[config.mk]
export PLATFORM = sky130hd
export DESIGN_NAME = sad_decoder
export DESIGN_NICKNAME = d
export VERILOG_FILES = /design/src/hdl/sad_decoder.v
export VERILOG_INCLUDE_DIRS = /design/src /design/src/hdl
export SDC_FILE = /design/constraint.sdc
export NUM_CORES = 1
export LEC_CHECK = 0
export BUFFER_PORTS_ARGS = -buffer_cell sky130_fd_sc_hd__buf_2
export CORE_MARGIN = 5
export CORE_UTILIZATION = 35
export CTS_CLUSTER_SIZE = 8
export DETAILED_ROUTE_END_ITERATION = 10
export PLACE_DENSITY_LB_ADDON = 0.25
export SYNTH_ARGS = -nofsm -noshare
export SYNTH_HDL_FRONTEND = slang
export SYNTH_SLANG_ARGS = --single-unit
export TNS_END_PERCENT = 30
[constraint.sdc]
create_clock -name clk -period 2 [get_ports clk]
set_input_delay 0.1 -clock clk [delete_from_list [all_inputs] [get_ports clk]]
set_output_delay 0.1 -clock clk [all_outputs]
set_load 0.03 [all_outputs]
[src/hdl/sad_map.vh]
// system address decoder constants: region bases, sizes, peripheral ids
// assumes 32-bit byte addresses from the bus masters
`ifndef SAD_MAP_VH
`define SAD_MAP_VH
`define SAD_CODE_RAM_BASE   32'h00800000
`define SAD_DATA_RAM_BASE   32'h20000000
`define SAD_RAM_BYTES       32'h00008000
`define SAD_FLASH_BASE      32'h00000000
`define SAD_FLASH_BYTES     32'h00040000
`define SAD_FACTORY_BASE    32'h10000000
`define SAD_USER_CFG_BASE   32'h10001000
`define SAD_WIN_BYTES       32'h00001000
`define SAD_PERIPH_BASE     32'h40000000
`define SAD_HS_PERIPH_BASE  32'h50000000
`define SAD_PERIPH_SPAN     32'h00040000
`define SAD_RAM_SLAVES      4
`define SAD_SECTIONS        8
`define SAD_FLASH_WAIT      2'h2
`define SAD_ID_SERIAL_PORT  6'h02
`define SAD_ID_SERIAL_SHARE 6'h03
`define SAD_ID_CIPHER_BLK   6'h0e
`define SAD_ID_CIPHER_AUTH  6'h0f
`define SAD_ID_BUS_DEVICE   6'h27
`endif

[src/hdl/sad_decoder.v]
// system address decoder: maps one master access to flash, ram, config or peripherals
// assumes one access offered at a time, held until ready; inputs synchronous to clk
`timescale 1ns/1ps
`include "sad_map.vh"
module sad_decoder (
  // clock and reset
  input  wire        clk,
  input  wire        arst_n,
  // master request
  input  wire        req_valid,
  input  wire [31:0] req_addr,
  input  wire        req_write,
  input  wire [1:0]  req_size,
  input  wire        req_ifetch,
  // flash controller state and section power settings
  input  wire        flash_busy,
  input  wire [7:0]  sect_on_pwr,
  input  wire [7:0]  sect_off_pwr,
  input  wire        system_off,
  // answer
  output reg         resp_ready,
  output reg         resp_error,
  output reg         hard_fault,
  // selects pulse one cycle with resp_ready; offset, page, ifetch and id hold, sect_power is reloaded every cycle
  output reg  [3:0]  ram_slave_sel,
  output reg  [12:0] ram_offset,
  output reg         flash_sel,
  output reg  [5:0]  flash_page,
  output reg         flash_on_ifetch,
  output reg         factory_sel,
  output reg         user_cfg_sel,
  output reg         periph_sel,
  output reg  [5:0]  periph_id,
  output reg         pin_port_sel,
  output reg  [7:0]  sect_power
);
  localparam ST_IDLE  = 2'b01;
  localparam ST_FLASH = 2'b10;
  reg  [1:0]  state;
  reg  [1:0]  wait_cnt;
  reg         hold_ifetch;
  reg  [5:0]  hold_page;
  // next value of every flop except sect_power, worked out in one combinational process
  reg  [1:0]  next_state;
  reg  [1:0]  next_wait_cnt;
  reg         next_hold_ifetch;
  reg  [5:0]  next_hold_page;
  reg         next_resp_ready;
  reg         next_resp_error;
  reg         next_hard_fault;
  reg  [3:0]  next_ram_slave_sel;
  reg  [12:0] next_ram_offset;
  reg         next_flash_sel;
  reg  [5:0]  next_flash_page;
  reg         next_flash_on_ifetch;
  reg         next_factory_sel;
  reg         next_user_cfg_sel;
  reg         next_periph_sel;
  reg  [5:0]  next_periph_id;
  reg         next_pin_port_sel;
  localparam [31:0] FAC_BASE = `SAD_FACTORY_BASE;
  localparam [31:0] CFG_BASE = `SAD_USER_CFG_BASE;
  localparam [31:0] PIN_BASE = `SAD_HS_PERIPH_BASE;
  wire [31:0] code_off = req_addr - `SAD_CODE_RAM_BASE;
  wire [31:0] data_off = req_addr - `SAD_DATA_RAM_BASE;
  wire [31:0] per_off  = req_addr - `SAD_PERIPH_BASE;
  wire        hit_code = req_addr >= `SAD_CODE_RAM_BASE && code_off < `SAD_RAM_BYTES;
  wire        hit_data = req_addr >= `SAD_DATA_RAM_BASE && data_off < `SAD_RAM_BYTES;
  // both aliases collapse onto one physical offset
  wire [14:0] ram_off  = hit_code ? code_off[14:0] : data_off[14:0];
  wire        hit_ram  = hit_code | hit_data;
  wire        hit_fl   = req_addr < `SAD_FLASH_BYTES;
  wire        hit_fac  = req_addr[31:12] == FAC_BASE[31:12];
  wire        hit_ucfg = req_addr[31:12] == CFG_BASE[31:12];
  wire        hit_per  = req_addr >= `SAD_PERIPH_BASE && per_off < `SAD_PERIPH_SPAN;
  wire        hit_pin  = req_addr[31:12] == PIN_BASE[31:12];
  // each id owns base + id*0x1000; shared ids each land on their own base
  wire [5:0]  pid      = per_off[17:12];
  wire        narrow   = req_size != 2'h2 || req_addr[1:0] != 2'h0;
  wire [7:0]  pwr;
  genvar g;
  generate
    for (g = 0; g < `SAD_SECTIONS; g = g + 1) begin : g_pwr
      assign pwr[g] = system_off ? sect_off_pwr[g] : sect_on_pwr[g];
    end
  endgenerate
  always @* begin
    // pulses default low, held fields keep their value
    next_state           = state;
    next_wait_cnt        = wait_cnt;
    next_hold_ifetch     = hold_ifetch;
    next_hold_page       = hold_page;
    next_resp_ready      = 1'b0;
    next_resp_error      = 1'b0;
    next_hard_fault      = 1'b0;
    next_ram_slave_sel   = 4'h0;
    next_ram_offset      = ram_offset;
    next_flash_sel       = 1'b0;
    next_flash_page      = flash_page;
    next_flash_on_ifetch = flash_on_ifetch;
    next_factory_sel     = 1'b0;
    next_user_cfg_sel    = 1'b0;
    next_periph_sel      = 1'b0;
    next_periph_id       = periph_id;
    next_pin_port_sel    = 1'b0;
    case (state)
      ST_IDLE: begin
        if (req_valid && !resp_ready) begin
          if (hit_ram) begin
            // slave index = two sections of 4 kB each
            next_ram_slave_sel = 4'h1 << ram_off[14:13];
            next_ram_offset    = ram_off[12:0];
            next_resp_ready    = 1'b1;
          end else if (hit_fl) begin
            if (req_write) begin
              // writes never program the array on this path
              next_resp_ready = 1'b1;
              next_hard_fault = narrow;
              next_resp_error = narrow;
            end else begin
              next_state       = ST_FLASH;
              next_wait_cnt    = 2'h0;
              next_hold_page   = req_addr[17:12];
              next_hold_ifetch = req_ifetch;
            end
          end else if (hit_fac || hit_ucfg) begin
            next_factory_sel  = hit_fac;
            next_user_cfg_sel = hit_ucfg;
            next_resp_ready   = 1'b1;
          end else if (hit_per) begin
            next_periph_sel = 1'b1;
            next_periph_id  = pid;
            next_resp_ready = 1'b1;
          end else if (hit_pin) begin
            next_pin_port_sel = 1'b1;
            next_resp_ready   = 1'b1;
          end else begin
            next_resp_ready = 1'b1;
            next_resp_error = 1'b1;
          end
        end
      end
      ST_FLASH: begin
        // wait counter frozen while controller busy, so stall has no bound here
        if (!flash_busy) begin
          if (wait_cnt == `SAD_FLASH_WAIT - 2'h1) begin
            next_state           = ST_IDLE;
            next_flash_sel       = 1'b1;
            next_flash_page      = hold_page;
            next_flash_on_ifetch = hold_ifetch;
            next_resp_ready      = 1'b1;
          end else begin
            next_wait_cnt = wait_cnt + 2'h1;
          end
        end
      end
      default: begin
        next_state = ST_IDLE;
      end
    endcase
  end
  // every output leaves a flop; decode above only feeds next values
  always @(posedge clk or negedge arst_n) begin
    if (!arst_n) begin
      state           <= ST_IDLE;
      wait_cnt        <= 2'h0;
      hold_ifetch     <= 1'b0;
      hold_page       <= 6'h0;
      resp_ready      <= 1'b0;
      resp_error      <= 1'b0;
      hard_fault      <= 1'b0;
      ram_slave_sel   <= 4'h0;
      ram_offset      <= 13'h0;
      flash_sel       <= 1'b0;
      flash_page      <= 6'h0;
      flash_on_ifetch <= 1'b0;
      factory_sel     <= 1'b0;
      user_cfg_sel    <= 1'b0;
      periph_sel      <= 1'b0;
      periph_id       <= 6'h0;
      pin_port_sel    <= 1'b0;
      sect_power      <= 8'h0;
    end else begin
      state           <= next_state;
      wait_cnt        <= next_wait_cnt;
      hold_ifetch     <= next_hold_ifetch;
      hold_page       <= next_hold_page;
      resp_ready      <= next_resp_ready;
      resp_error      <= next_resp_error;
      hard_fault      <= next_hard_fault;
      ram_slave_sel   <= next_ram_slave_sel;
      ram_offset      <= next_ram_offset;
      flash_sel       <= next_flash_sel;
      flash_page      <= next_flash_page;
      flash_on_ifetch <= next_flash_on_ifetch;
      factory_sel     <= next_factory_sel;
      user_cfg_sel    <= next_user_cfg_sel;
      periph_sel      <= next_periph_sel;
      periph_id       <= next_periph_id;
      pin_port_sel    <= next_pin_port_sel;
      sect_power      <= pwr;
    end
  end
endmodule

======== After elaboration in Yosys (flattened, before gate mapping) ========
Index checks and enable logic that the tools add are counted.
cells by class
  add/subtract/negate cells ............... 4
  multiply operators ...................... 0
  divide/modulo/power cells ............... 0
  $lt $le $gt $ge ......................... 7
  equal/unequal tests ..................... 14
  shifts and indexed selects .............. 1
  multiplexer cells ....................... 69
  bitwise operators ....................... 6
  reduce and logical (&&, ||, !) cells .... 15
operators by type and width
  cell                      number
  $lt A32 B16 Y1 const B    2
  $lt A32 B19 Y1 const B    2
  $mux W1                   50
  $eq A20 B17 Y1 const B    2
  $ge A32 B24 Y1 const B    1
  $ge A32 B30 Y1 const B    1
  $ge A32 B31 Y1 const B    1
  $sub A32 B24 Y32 const B  1
  $sub A32 B30 Y32 const B  1
  $sub A32 B31 Y32 const B  1
  $mux W2                   12
  $eq A20 B19 Y1 const B    1
  $ne A2 B2 Y1 const B      8
  $mux W15                  1
  $mux W4                   3
  $reduce_and A6 Y1         2
  $pmux W2 S2               2
  $reduce_and A7 Y1         1
  $reduce_and A3 Y1         2
  $not A1 Y1                5
  $reduce_and A5 Y1         1
  $eq A2 B1 Y1 const B      2
  $logic_and A1 B1 Y1       4
  $reduce_bool A2 Y1        2
  7 further kinds           8
word-level totals
  bits in registers ....................... 57
  bits in latches ......................... 0
  bits in writable memories ............... 0
  memory bits (read-only) ................. 0
  input port bits ......................... 57
  output and inout bits ................... 46
  logic and storage cells ................. 134
  memories ................................ 0

======== Longest topological paths before layout ========
Gate-level depths: netlist of run 1.
  depth in word-level cells ............... 9
  mapped depth ............................ 8
  mapped depth without buffers ............ 7

======== Least setup slack after synthesis of run 1 ========
Ideal clock, no wire load.
  path kind ............................... register to register
  from .................................... register state[0]
  to ...................................... register ram_offset[0]
  setup time .............................. 125 ps
  data arrival time ....................... 1762 ps
  data required time ...................... 1875 ps
  setup slack ............................. 113 ps
  cell stages (with the launch flop) ...... 7
  path buffers ............................ 1
  period minus slack after synthesis ...... 1887 ps
  cells stage by stage .................... dfstp_2 ha_1 nand3b_1 nor3_2 o211ai_4 buf_6 mux2_4
on the way
  word-level cells in the longest chain between the ends .. 2
ends and longest elaborated chain
  item                                RTL line           text
  from (decl)                         sad_decoder.v:39   reg [1:0] state;
  from (signal assigned)              sad_decoder.v:184  state <= next_state;
  $eq A2 B1 Y1                        sad_decoder.v:106  case (state)
  $reduce_and A3 Y1 (no source line)  -
  to (signal assigned)                sad_decoder.v:192  ram_offset <= next_ram_offset;
  to (decl)                           sad_decoder.v:26   output reg [12:0] ram_offset,
No other way between the ends.
A chain may end at the register's enable or synchronous reset.

======== Worst setup path after layout of run 1 ========
  from .................................... register state[0]
  to ...................................... register ram_offset[8]
The elaborated chain is that of the path after synthesis.

==> results of run 1 <==
==> how the worst min path moves through the flow <==
stage,start,end,slack [ps],cells past startpoint
2_1_floorplan,arst_n,factory_sel,-200,0
3_3_place_gp,arst_n,ram_offset[7],290,2
3_5_place_dp,arst_n,ram_offset[10],290,2
4_1_cts,req_addr[0],ram_offset[0],4,2
5_1_grt,req_addr[1],ram_offset[1],7,2
6_report,req_ifetch,hold_ifetch,20,2
==> repair_timing <==
item	CTS	global route
gates resized for setup	0	3
hold endpoints to repair	76	0
hold buffers	27	0
endpoints found under the setup margin	0	24
==> worst max-delay path: stages, from the launching register on <==
cell,delay [ps]
sky130_fd_sc_hd__dfstp_2,550
sky130_fd_sc_hd__ha_2,170
sky130_fd_sc_hd__nand3b_1,150
sky130_fd_sc_hd__nor3_4,280
sky130_fd_sc_hd__o211ai_4,260
sky130_fd_sc_hd__mux2_4,370
==> power breakdown <==
part / internal (mW) / switching [mW] / leakage, nW
sequential: 1.17 / 0.00448 / 0.766
combinational: 0.121 / 0.128 / 1.11
clock: 0.643 / 0.459 / 0.103
total: 1.93 / 0.592 / 1.98
==> flip-flops by register name (all words and copies together) (netlist names) <==
| name | cells |
|---|---|
| flash_page | 6 |
| sect_power | 8 |
| periph_sel | 1 |
| hold_page | 6 |
| hold_ifetch | 1 |
| periph_id | 6 |
| wait_cnt | 2 |
| factory_sel | 1 |
| flash_on_ifetch | 1 |
| user_cfg_sel | 1 |
| state | 2 |
| flash_sel | 1 |
| ram_offset | 13 |
| pin_port_sel | 1 |
| ram_slave_sel | 4 |
| resp_ready | 1 |
| resp_error | 1 |
| hard_fault | 1 |
==> cells in the mapped netlist, types with 3 or more instances <==
| master | n | area share, % |
|---|---|---|
| sky130_fd_sc_hd__dfrtp_1 | 56 | 56 |
| sky130_fd_sc_hd__nand2_1 | 30 | 4.5 |
| sky130_fd_sc_hd__mux2_2 | 21 | 9.5 |
| sky130_fd_sc_hd__inv_1 | 10 | 1.5 |
| sky130_fd_sc_hd__mux2_4 | 10 | 6.1 |
| sky130_fd_sc_hd__nor2_1 | 9 | 1.4 |
| sky130_fd_sc_hd__nor3_1 | 7 | 1.4 |
| sky130_fd_sc_hd__ha_1 | 5 | 2.5 |
| sky130_fd_sc_hd__o21ai_0 | 5 | 1.0 |
| sky130_fd_sc_hd__a21oi_1 | 4 | 0.81 |
| sky130_fd_sc_hd__nand3_1 | 4 | 0.81 |
| sky130_fd_sc_hd__nor4_1 | 4 | 1.0 |
| sky130_fd_sc_hd__nand3b_1 | 3 | 0.91 |
| sky130_fd_sc_hd__nand4_1 | 3 | 0.76 |
==> area by class of cell <==
cell class | count | area [µm²]
Clock buffer | 12 | 155
Clock inverter | 4 | 51.3
Fill cell | 638 | 3180
Inverter | 11 | 41.3
Multi-Input combinational cell | 131 | 1010
Sequential cell | 57 | 1430
Tap cell | 96 | 120
Timing Repair Buffer | 138 | 848
==> metal layers <==
| metal | share of wire [%] | up-vias | global-route usage, % |
|---|---|---|---|
| li1 | - | 1002 | - |
| met2 | 45 | 93 | 23.2 |
| met1 | 45 | 943 | 19.4 |
| met5 | 0 | - | 0 |
| met4 | 1.3 | 0 | 6.86 |
| met3 | 9.0 | 8 | 4.41 |
==> cell families after synthesis <==
logic type | count (synthesis) | synth area share [%]
AOI/OAI and AO/OA | 17 | 4.74
xor gates and xnor gates | 2 | 0.706
adders and majority gates | 5 | 2.52
buffers and inverters | 14 | 2.47
DFF | 57 | 57.5
muxes | 32 | 16.0
and+or+nand+nor | 75 | 16.0
==> through the flow <==
stage / instances / power (mW)
after floorplan: 202 / 1.28
after global placement: 406 / 1.39
after detailed placement: 406 / 1.40
after CTS: 449 / 2.56
after global routing: 449 / 2.65
final: 449 / 2.52
==> flow_summary.ini, run 1 <==
[setup_path]
endpoint_kind = flop
r2r_setup_slack_ps = 90
cp.required_ps = 2210
crit_start = state[0]
worstRegToRegCells = 5
worstPathMaxFanout = 13
worst_setup_path_endpoint = ram_offset[8]
startpoint_type = flop
critPathArrivalTime_ps = 2120
path_class = flop to flop
crit-reg2reg-capture = ram_offset[8]
critical_path.reg2reg.startpoint = state[0]

[yosys]
count_of_flip_flops_with_a_built_in_enable_after_synthesis = 0
synth-seq-cells = 57
syn-instance-count = 202
syn-num-nets = 264
postSynth.topFlopCell = sky130_fd_sc_hd__dfrtp_1
combined_area_of_all_synthesized_cells_um2 = 2480
postSynthAreaPerCell_um2 = 12.3
ys_seq_area_share_pct = 57.5
synth.lib_cells_used.distinct = 39
synthesis.yosys.warnings = 0
postSynth.asyncResetShare_pct = 100

[floorplanning]
dieHeight_um = 94.2
floorplan.initialDensity_pct = 36.3
total_die_area_um2 = 8870
io_pins = 103
die-width_um = 94.2
coreArea_um2 = 6830
rows = 30

[timing]
fin_crit_sh_pct = 95.4
timing.final.max_slew_violations = 0
finalSetupViolCount = 0
post-route-worst-setup-slack_ps = 92.3
final.hold.worst_slack_ps = 18.0
worst_pin_slew_ps = 714
timing.setup.tns_ps = 0
clock_skew_ps = 7.14
finalHoldViolCount = 0
timing.max_slew.rel_slack_pct = 52.4
max_freq_ghz = 0.524
rsz0062_at_grt = true
finalWorstPathRequiredPeriod_ps = 1910

[clock_tree]
clockBufferDepth = 2
tritoncts = done
cts_root_buffer = sky130_fd_sc_hd__clkbuf_8
clk_latency_worst_skew_pair_ps = 330
cts-buffers-inserted = 9
ctsHtreeMaxLevel = 3
clk_pin_slew_ps = 70
postCtsSetupRepairBufs = 0
cts.sink_count = 57

[final_layout]
final_design_area_no_fill_um2 = 3650
final_common_cell = sky130_fd_sc_hd__buf_2
fin_nets = 410
fin_util_pct = 53.4
synthToLayoutAreaGrowth_pct = 47.2
final_layout_size_suffix_gt1_share_pct = 47.9
insertedDiodeCount = 0
final_cell_mix = sky130_fd_sc_hd__buf_2 (102), sky130_fd_sc_hd__dfrtp_1 (56), sky130_fd_sc_hd__nand2_1 (30), sky130_fd_sc_hd__dlygate4sd3_1 (27), sky130_fd_sc_hd__mux2_2 (21)

[route]
dr.first_iter.drc_count = 49
detailroute.via_count = 2046
drt-total-wl_mm = 6.14
drt-vias-per-instance = 4.56
drt.antenna.violating_nets = 0
wire_per_inst_um = 13.7
drc_errors = 0
firstDrtPassIters = 4

[place]
place_hpwl_mm = 4.38
placement.cell_area_um2 = 3160
placement.io_buffers = 102
place_worst_setup_slack_ps = 36.5
gp_congestion = 0.815

[global_route]
total_overflow_reported_by_the_global_router = 0
grt_pass1_wl_mm = 10.3
first_global_vias = 2152
grt.total_usage_pct = 15.0
grt_max_degree = 58
grt_antenna_before_repair = 0

[run_status]
run_status = complete, no violations

[flow_run]
drv.max_cap_violation_count = 0

[power_and_ir_drop]
power.leakage_nw = 1.98
vdd_ir_drop_max_mv = 0.279
power.density_cell_area_nw_per_um2 = 691

[hold_path]
min-delay-path-class = input port to flop
(Power assumes the default switching activity.)
==> run 2: changes to the inputs <==
- ABC_AREA: unset -> 1
- CORE_UTILIZATION: 35 -> 40
==> flow_summary.ini, run 2 <==
[clock_tree]
clockBufferDepth = 2
clk_latency_worst_skew_pair_ps = 330
clk_pin_slew_ps = 70
cts.sink_count = 57
ctsHtreeMaxLevel = 3
cts-buffers-inserted = 9
cts_root_buffer = sky130_fd_sc_hd__clkbuf_8
tritoncts = done

[floorplanning]
rows = 30
coreArea_um2 = 6720
die-width_um = 92.5
total_die_area_um2 = 8550
dieHeight_um = 92.5
io_pins = 103
floorplan.initialDensity_pct = 40.5

[timing]
finalSetupViolCount = 0
timing.max_slew.rel_slack_pct = 58.7
rsz0062_at_grt = false
worst_pin_slew_ps = 620
timing.final.max_slew_violations = 0
finalHoldViolCount = 0
timing.setup.tns_ps = 0
fin_crit_sh_pct = 89.1
finalWorstPathRequiredPeriod_ps = 1780
final.hold.worst_slack_ps = 18.8
max_freq_ghz = 0.561
clock_skew_ps = 11.9

[global_route]
grt.total_usage_pct = 17.0
grt_pass1_wl_mm = 11.3
grt_antenna_before_repair = 0
total_overflow_reported_by_the_global_router = 0
grt_max_degree = 29
first_global_vias = 2335

[yosys]
postSynthAreaPerCell_um2 = 8.92
synth_top_cell_area_share_pct = 51.5
synth.largest_area_cell = sky130_fd_sc_hd__dfrtp_1
ys_seq_area_share_pct = 52.5
synth-seq-cells = 57
synth_top_cells_by_count = sky130_fd_sc_hd__nand2_1 (89), sky130_fd_sc_hd__dfrtp_1 (56), sky130_fd_sc_hd__inv_1 (31)
synth_top_cells_by_area = sky130_fd_sc_hd__dfrtp_1 (51%), sky130_fd_sc_hd__nand2_1 (12%), sky130_fd_sc_hd__inv_1 (4.3%)
synthesis.yosys.warnings = 0
count_of_flip_flops_with_a_built_in_enable_after_synthesis = 0
syn-num-nets = 367
postSynth.asyncResetShare_pct = 100
combined_area_of_all_synthesized_cells_um2 = 2720
synth.lib_cells_used.distinct = 33
postSynth.topFlopCell = sky130_fd_sc_hd__dfrtp_1
syn-instance-count = 305
synth.most_common_cell = sky130_fd_sc_hd__nand2_1

[run_status]
run_status = complete, no violations

[power_and_ir_drop]
power.leakage_nw = 2.09
vdd_ir_drop_max_mv = 0.306
power.density_cell_area_nw_per_um2 = 794

[route]
drt-total-wl_mm = 6.98
firstDrtPassIters = 4
drt.antenna.violating_nets = 0
wire_per_inst_um = 13.2
detailroute.via_count = 2416
drt-vias-per-instance = 4.58
dr.first_iter.drc_count = 84
drc_errors = 0

[setup_path]
cp_slowest_stage_delay_ps = 530
startpoint_type = flop
endpoint_kind = flop
worstPathMaxFanout = 12
path_class = flop to flop
critical_path_s_slowest_cell = sky130_fd_sc_hd__dfstp_2
critical_path.cell_chain = ha_1 > inv_1 > nor2_2 > nand3_1 > nand2_1 > o21ai_1
critPathArrivalTime_ps = 1990
r2r_setup_slack_ps = 220
cp.required_ps = 2200

[place]
placement.io_buffers = 102
gp_congestion = 0.872
place_hpwl_mm = 5.17

[hold_path]
min-delay-path-class = input port to flop

[final_layout]
final_layout_size_suffix_gt1_share_pct = 36.6
final_cell_mix = sky130_fd_sc_hd__buf_2 (102), sky130_fd_sc_hd__nand2_1 (89), sky130_fd_sc_hd__dfrtp_1 (56), sky130_fd_sc_hd__inv_1 (31), sky130_fd_sc_hd__dlygate4sd3_1 (28)
fin_nets = 506
reg.largest.list = ram_offset: 13 flops, sect_power: 8 flops
largest-register = ram_offset
largest_reg_flops = 13
final_common_cell = sky130_fd_sc_hd__buf_2
synthToLayoutAreaGrowth_pct = 39.3
insertedDiodeCount = 0

[flow_run]
drv.max_cap_violation_count = 0
## run 2: cell types whose count changed after synthesis, sizes merged, moves of 3 or more
cell	delta
a21oi	-3
nor2	+25
buf	+3
inv	+24
nand3b	-3
mux2	-22
nand3	+15
nand2	+66
o21ai	+14
## run 2: final timing paths
check | depth (start not counted) | startpoint | to
min reg2reg | 2 | flash_on_ifetch | flash_on_ifetch
min | 3 | req_addr[3] | ram_offset[3]
max | 6 | state[0] | periph_id[1]
min in group asynchronous | 2 | arst_n | ram_offset[5]
max in group asynchronous | 3 | arst_n | periph_id[4]
max reg2reg | 6 | state[0] | periph_id[1]
## run 2: logic make-up after synthesis
kind of cell             after synthesis  share of synthesized area, %
AND/OR/NAND/NOR                      170                          29.9
flip-flops                            57                          52.5
buffers and inverters                 42                          6.80
AO/OA/AOI/OAI                         22                          4.69
multiplexers                           9                          3.86
adder cells (fa/ha/maj)                5                          2.30
## run 2: layout make-up
type	instances	area, µm²
clock buffers	10	138
clock inverters	5	56.3
fillers	628	2930
inverters	35	131
multi-input cells	206	1110
flip-flops and latches	57	1430
well taps	80	100
repair buffers	135	828
## run 2: stage by stage
step	instances	setup slack, ps	total power, mW	instance area (µm²)	utilization [%]
floorplan	305	461	1.72	2720	-
global placement	485	309	1.91	3320	49.3
detailed placement	485	217	1.93	3320	49.3
CTS	528	203	3.04	3790	56.4
global route	528	27.1	3.18	3790	56.4
finish	528	218	3.01	3790	56.4
## run 2: where the power goes
group	total [mW]	switching (mW)	internal (mW)
combinational	0.698	0.424	0.274
sequential	1.26	0.0305	1.23
clock	1.05	0.455	0.599
## run 2: timing repair
item                      in CTS  in global routing
hold buffers                  28                  0
buffers inserted               0                  0
resized for setup              0                  0
hold endpoints to repair      45                  0
## run 2: layer usage
layer	global-route usage [%]	wire length [µm]
met5	0	0
met4	5.57	82
met3	5.52	444
met2	29.4	3600
met1	19.9	2860
## run 2: worst max-delay path: cells and delay by family (launching register included)
| family | cells | cell delay, ps |
|---|---|---|
| buffers and inverters | 1 | 100 |
| AOI/OAI and AO/OA | 1 | 70 |
| and+or+nand+nor | 3 | 780 |
| DFF | 1 | 530 |
| adders and majority gates | 1 | 180 |
==> run 3: changes to the inputs <==
- SETUP_SLACK_MARGIN: unset -> 0.4
==> flow_summary.ini, run 3 (same netlist as run 2, synthesis figures left out) <==
[run_status]
run_status = complete, no violations

[timing]
timing.max_slew.rel_slack_pct = 58.8
post-route-worst-setup-slack_ps = 491
worst_pin_slew_ps = 618
max_freq_ghz = 0.663
timing.setup.tns_ps = 0
finalHoldViolCount = 0
finalWorstPathRequiredPeriod_ps = 1510
clock_skew_ps = 10.5
finalSetupViolCount = 0
fin_crit_sh_pct = 75.5
rsz0062_at_grt = true
timing.final.max_slew_violations = 0

[setup_path]
r2r_setup_slack_ps = 490
worst_setup_path_endpoint = ram_offset[12]
startpoint_type = flop
endpoint_kind = flop
cp.required_ps = 2220
critPathArrivalTime_ps = 1720
critical_path.reg2reg.startpoint = state[0]
worstPathMaxFanout = 20
crit_start = state[0]
worstRegToRegCells = 7
path_class = flop to flop
crit-reg2reg-capture = ram_offset[12]

[power_and_ir_drop]
comb_power_share_pct = 24.6
power.density_cell_area_nw_per_um2 = 799
clkPwrFrac_pct = 34.4
p_int_mw = 2.13
power.switching_fraction_pct = 30.7
power.leakage_nw = 2.10
switchingPower_mw = 0.944
vdd_ir_drop_max_mv = 0.314
power.sequential.fraction_pct = 41.0

[route]
drt-total-wl_mm = 7.06
detailroute.via_count = 2453
firstDrtPassIters = 4
drc_errors = 0
drt-vias-per-instance = 4.64
dr.first_iter.drc_count = 74
wire_per_inst_um = 13.3
drt.antenna.violating_nets = 0

[flow_run]
drv.max_cap_violation_count = 0

[final_layout]
largest-register = ram_offset
largest_reg_flops = 13
fin_nets = 507
fin_util_pct = 57.2
final_cell_mix = sky130_fd_sc_hd__buf_2 (102), sky130_fd_sc_hd__nand2_1 (87), sky130_fd_sc_hd__dfrtp_1 (56), sky130_fd_sc_hd__inv_1 (30), sky130_fd_sc_hd__dlygate4sd3_1 (28)
insertedDiodeCount = 0
final_layout_size_suffix_gt1_share_pct = 38.3
synthToLayoutAreaGrowth_pct = 41.3
reg.largest.list = ram_offset: 13 flops, sect_power: 8 flops
final_common_cell = sky130_fd_sc_hd__buf_2

[global_route]
grt.total_usage_pct = 17.1
grt_antenna_before_repair = 0
grt_max_degree = 29
total_overflow_reported_by_the_global_router = 0
first_global_vias = 2344
grt_pass1_wl_mm = 11.4

[place]
place_hpwl_mm = 5.17
gp_congestion = 0.872
placement.io_buffers = 102
place_worst_setup_slack_ps = 217

[floorplanning]
total_die_area_um2 = 8550
dieHeight_um = 92.5
coreArea_um2 = 6720
die-width_um = 92.5
floorplan.initialDensity_pct = 40.5
rows = 30
io_pins = 103

[clock_tree]
clk_pin_slew_ps = 60
clockBufferDepth = 2
clk_latency_worst_skew_pair_ps = 330
tritoncts = done
cts_root_buffer = sky130_fd_sc_hd__clkbuf_8
cts.sink_count = 57
ctsHtreeMaxLevel = 3
cts-buffers-inserted = 9

[hold_path]
min-delay-path-class = input port to flop
## run 3: cell count changes in the layout (fill, tap and decap cells not counted), sizes merged
cell,delta
buf,+1
## run 3: how the worst min path moves through the flow
stage	depth (start not counted)	end	slack (ps)	from
6_report	2	flash_sel	10	flash_busy
5_1_grt	3	ram_offset[3]	5	req_addr[3]
4_1_cts	2	flash_sel	3	flash_busy
3_5_place_dp	1	resp_ready	160	arst_n
3_3_place_gp	1	wait_cnt[1]	140	arst_n
2_1_floorplan	0	factory_sel	-200	arst_n
## run 3: cell type report
type | count | area [µm²]
timing repair buffer | 136 | 840
sequential | 57 | 1430
tap | 80 | 100
clock inverter | 5 | 56.3
multi-input combinational | 206 | 1150
inverter | 35 | 131
fill | 625 | 2870
clock buffer | 10 | 138
## run 3: worst max-delay path, cell delays in order, from the launching register on
cell and delay (ps):
sky130_fd_sc_hd__dfstp_2 540, sky130_fd_sc_hd__ha_2 200, sky130_fd_sc_hd__inv_2 70, sky130_fd_sc_hd__nor2_4 150
sky130_fd_sc_hd__buf_4 180, sky130_fd_sc_hd__nand2_8 120, sky130_fd_sc_hd__nand2_2 90, sky130_fd_sc_hd__o21ai_2 50
## run 3: layer usage
layer,track usage (%),vias up,wire length (µm)
met3,5.52,10,406
met4,5.57,0,112
met5,0,-,0
met2,29.8,65,3670
li1,-,1254,-
met1,19.8,1124,2870
## run 3: what timing repair did
| item | in CTS | in global routing |
|---|---|---|
| resized for setup | 4 | 10 |
| buffers inserted | 0 | 1 |
| gates cloned | 0 | 0 |
| pin swaps | 0 | 2 |
| hold endpoints to repair | 45 | 0 |
| hold buffers | 28 | 0 |
| setup endpoints to repair | 34 | 41 |
## run 3: per-stage QoR
step / cell area [µm²] / power, mW / hold slack, ps / cells
after floorplan: 2720 / 1.72 / -196 / 305
after global placement: 3320 / 1.91 / 142 / 485
after detailed placement: 3320 / 1.93 / 155 / 485
after CTS: 3800 / 3.05 / 2.93 / 528
after global routing: 3840 / 3.24 / 5.07 / 529
final: 3840 / 3.07 / 10.5 / 529
## run 3: power by group through the flow
stage	clock (mW)	sequential, mW	combinational [mW]
2_1_floorplan	0	1.33	0.387
3_3_place_gp	0	1.28	0.637
3_5_place_dp	0	1.28	0.653
4_1_cts	1.08	1.26	0.716
5_1_grt	1.13	1.27	0.844
6_report	1.06	1.26	0.757
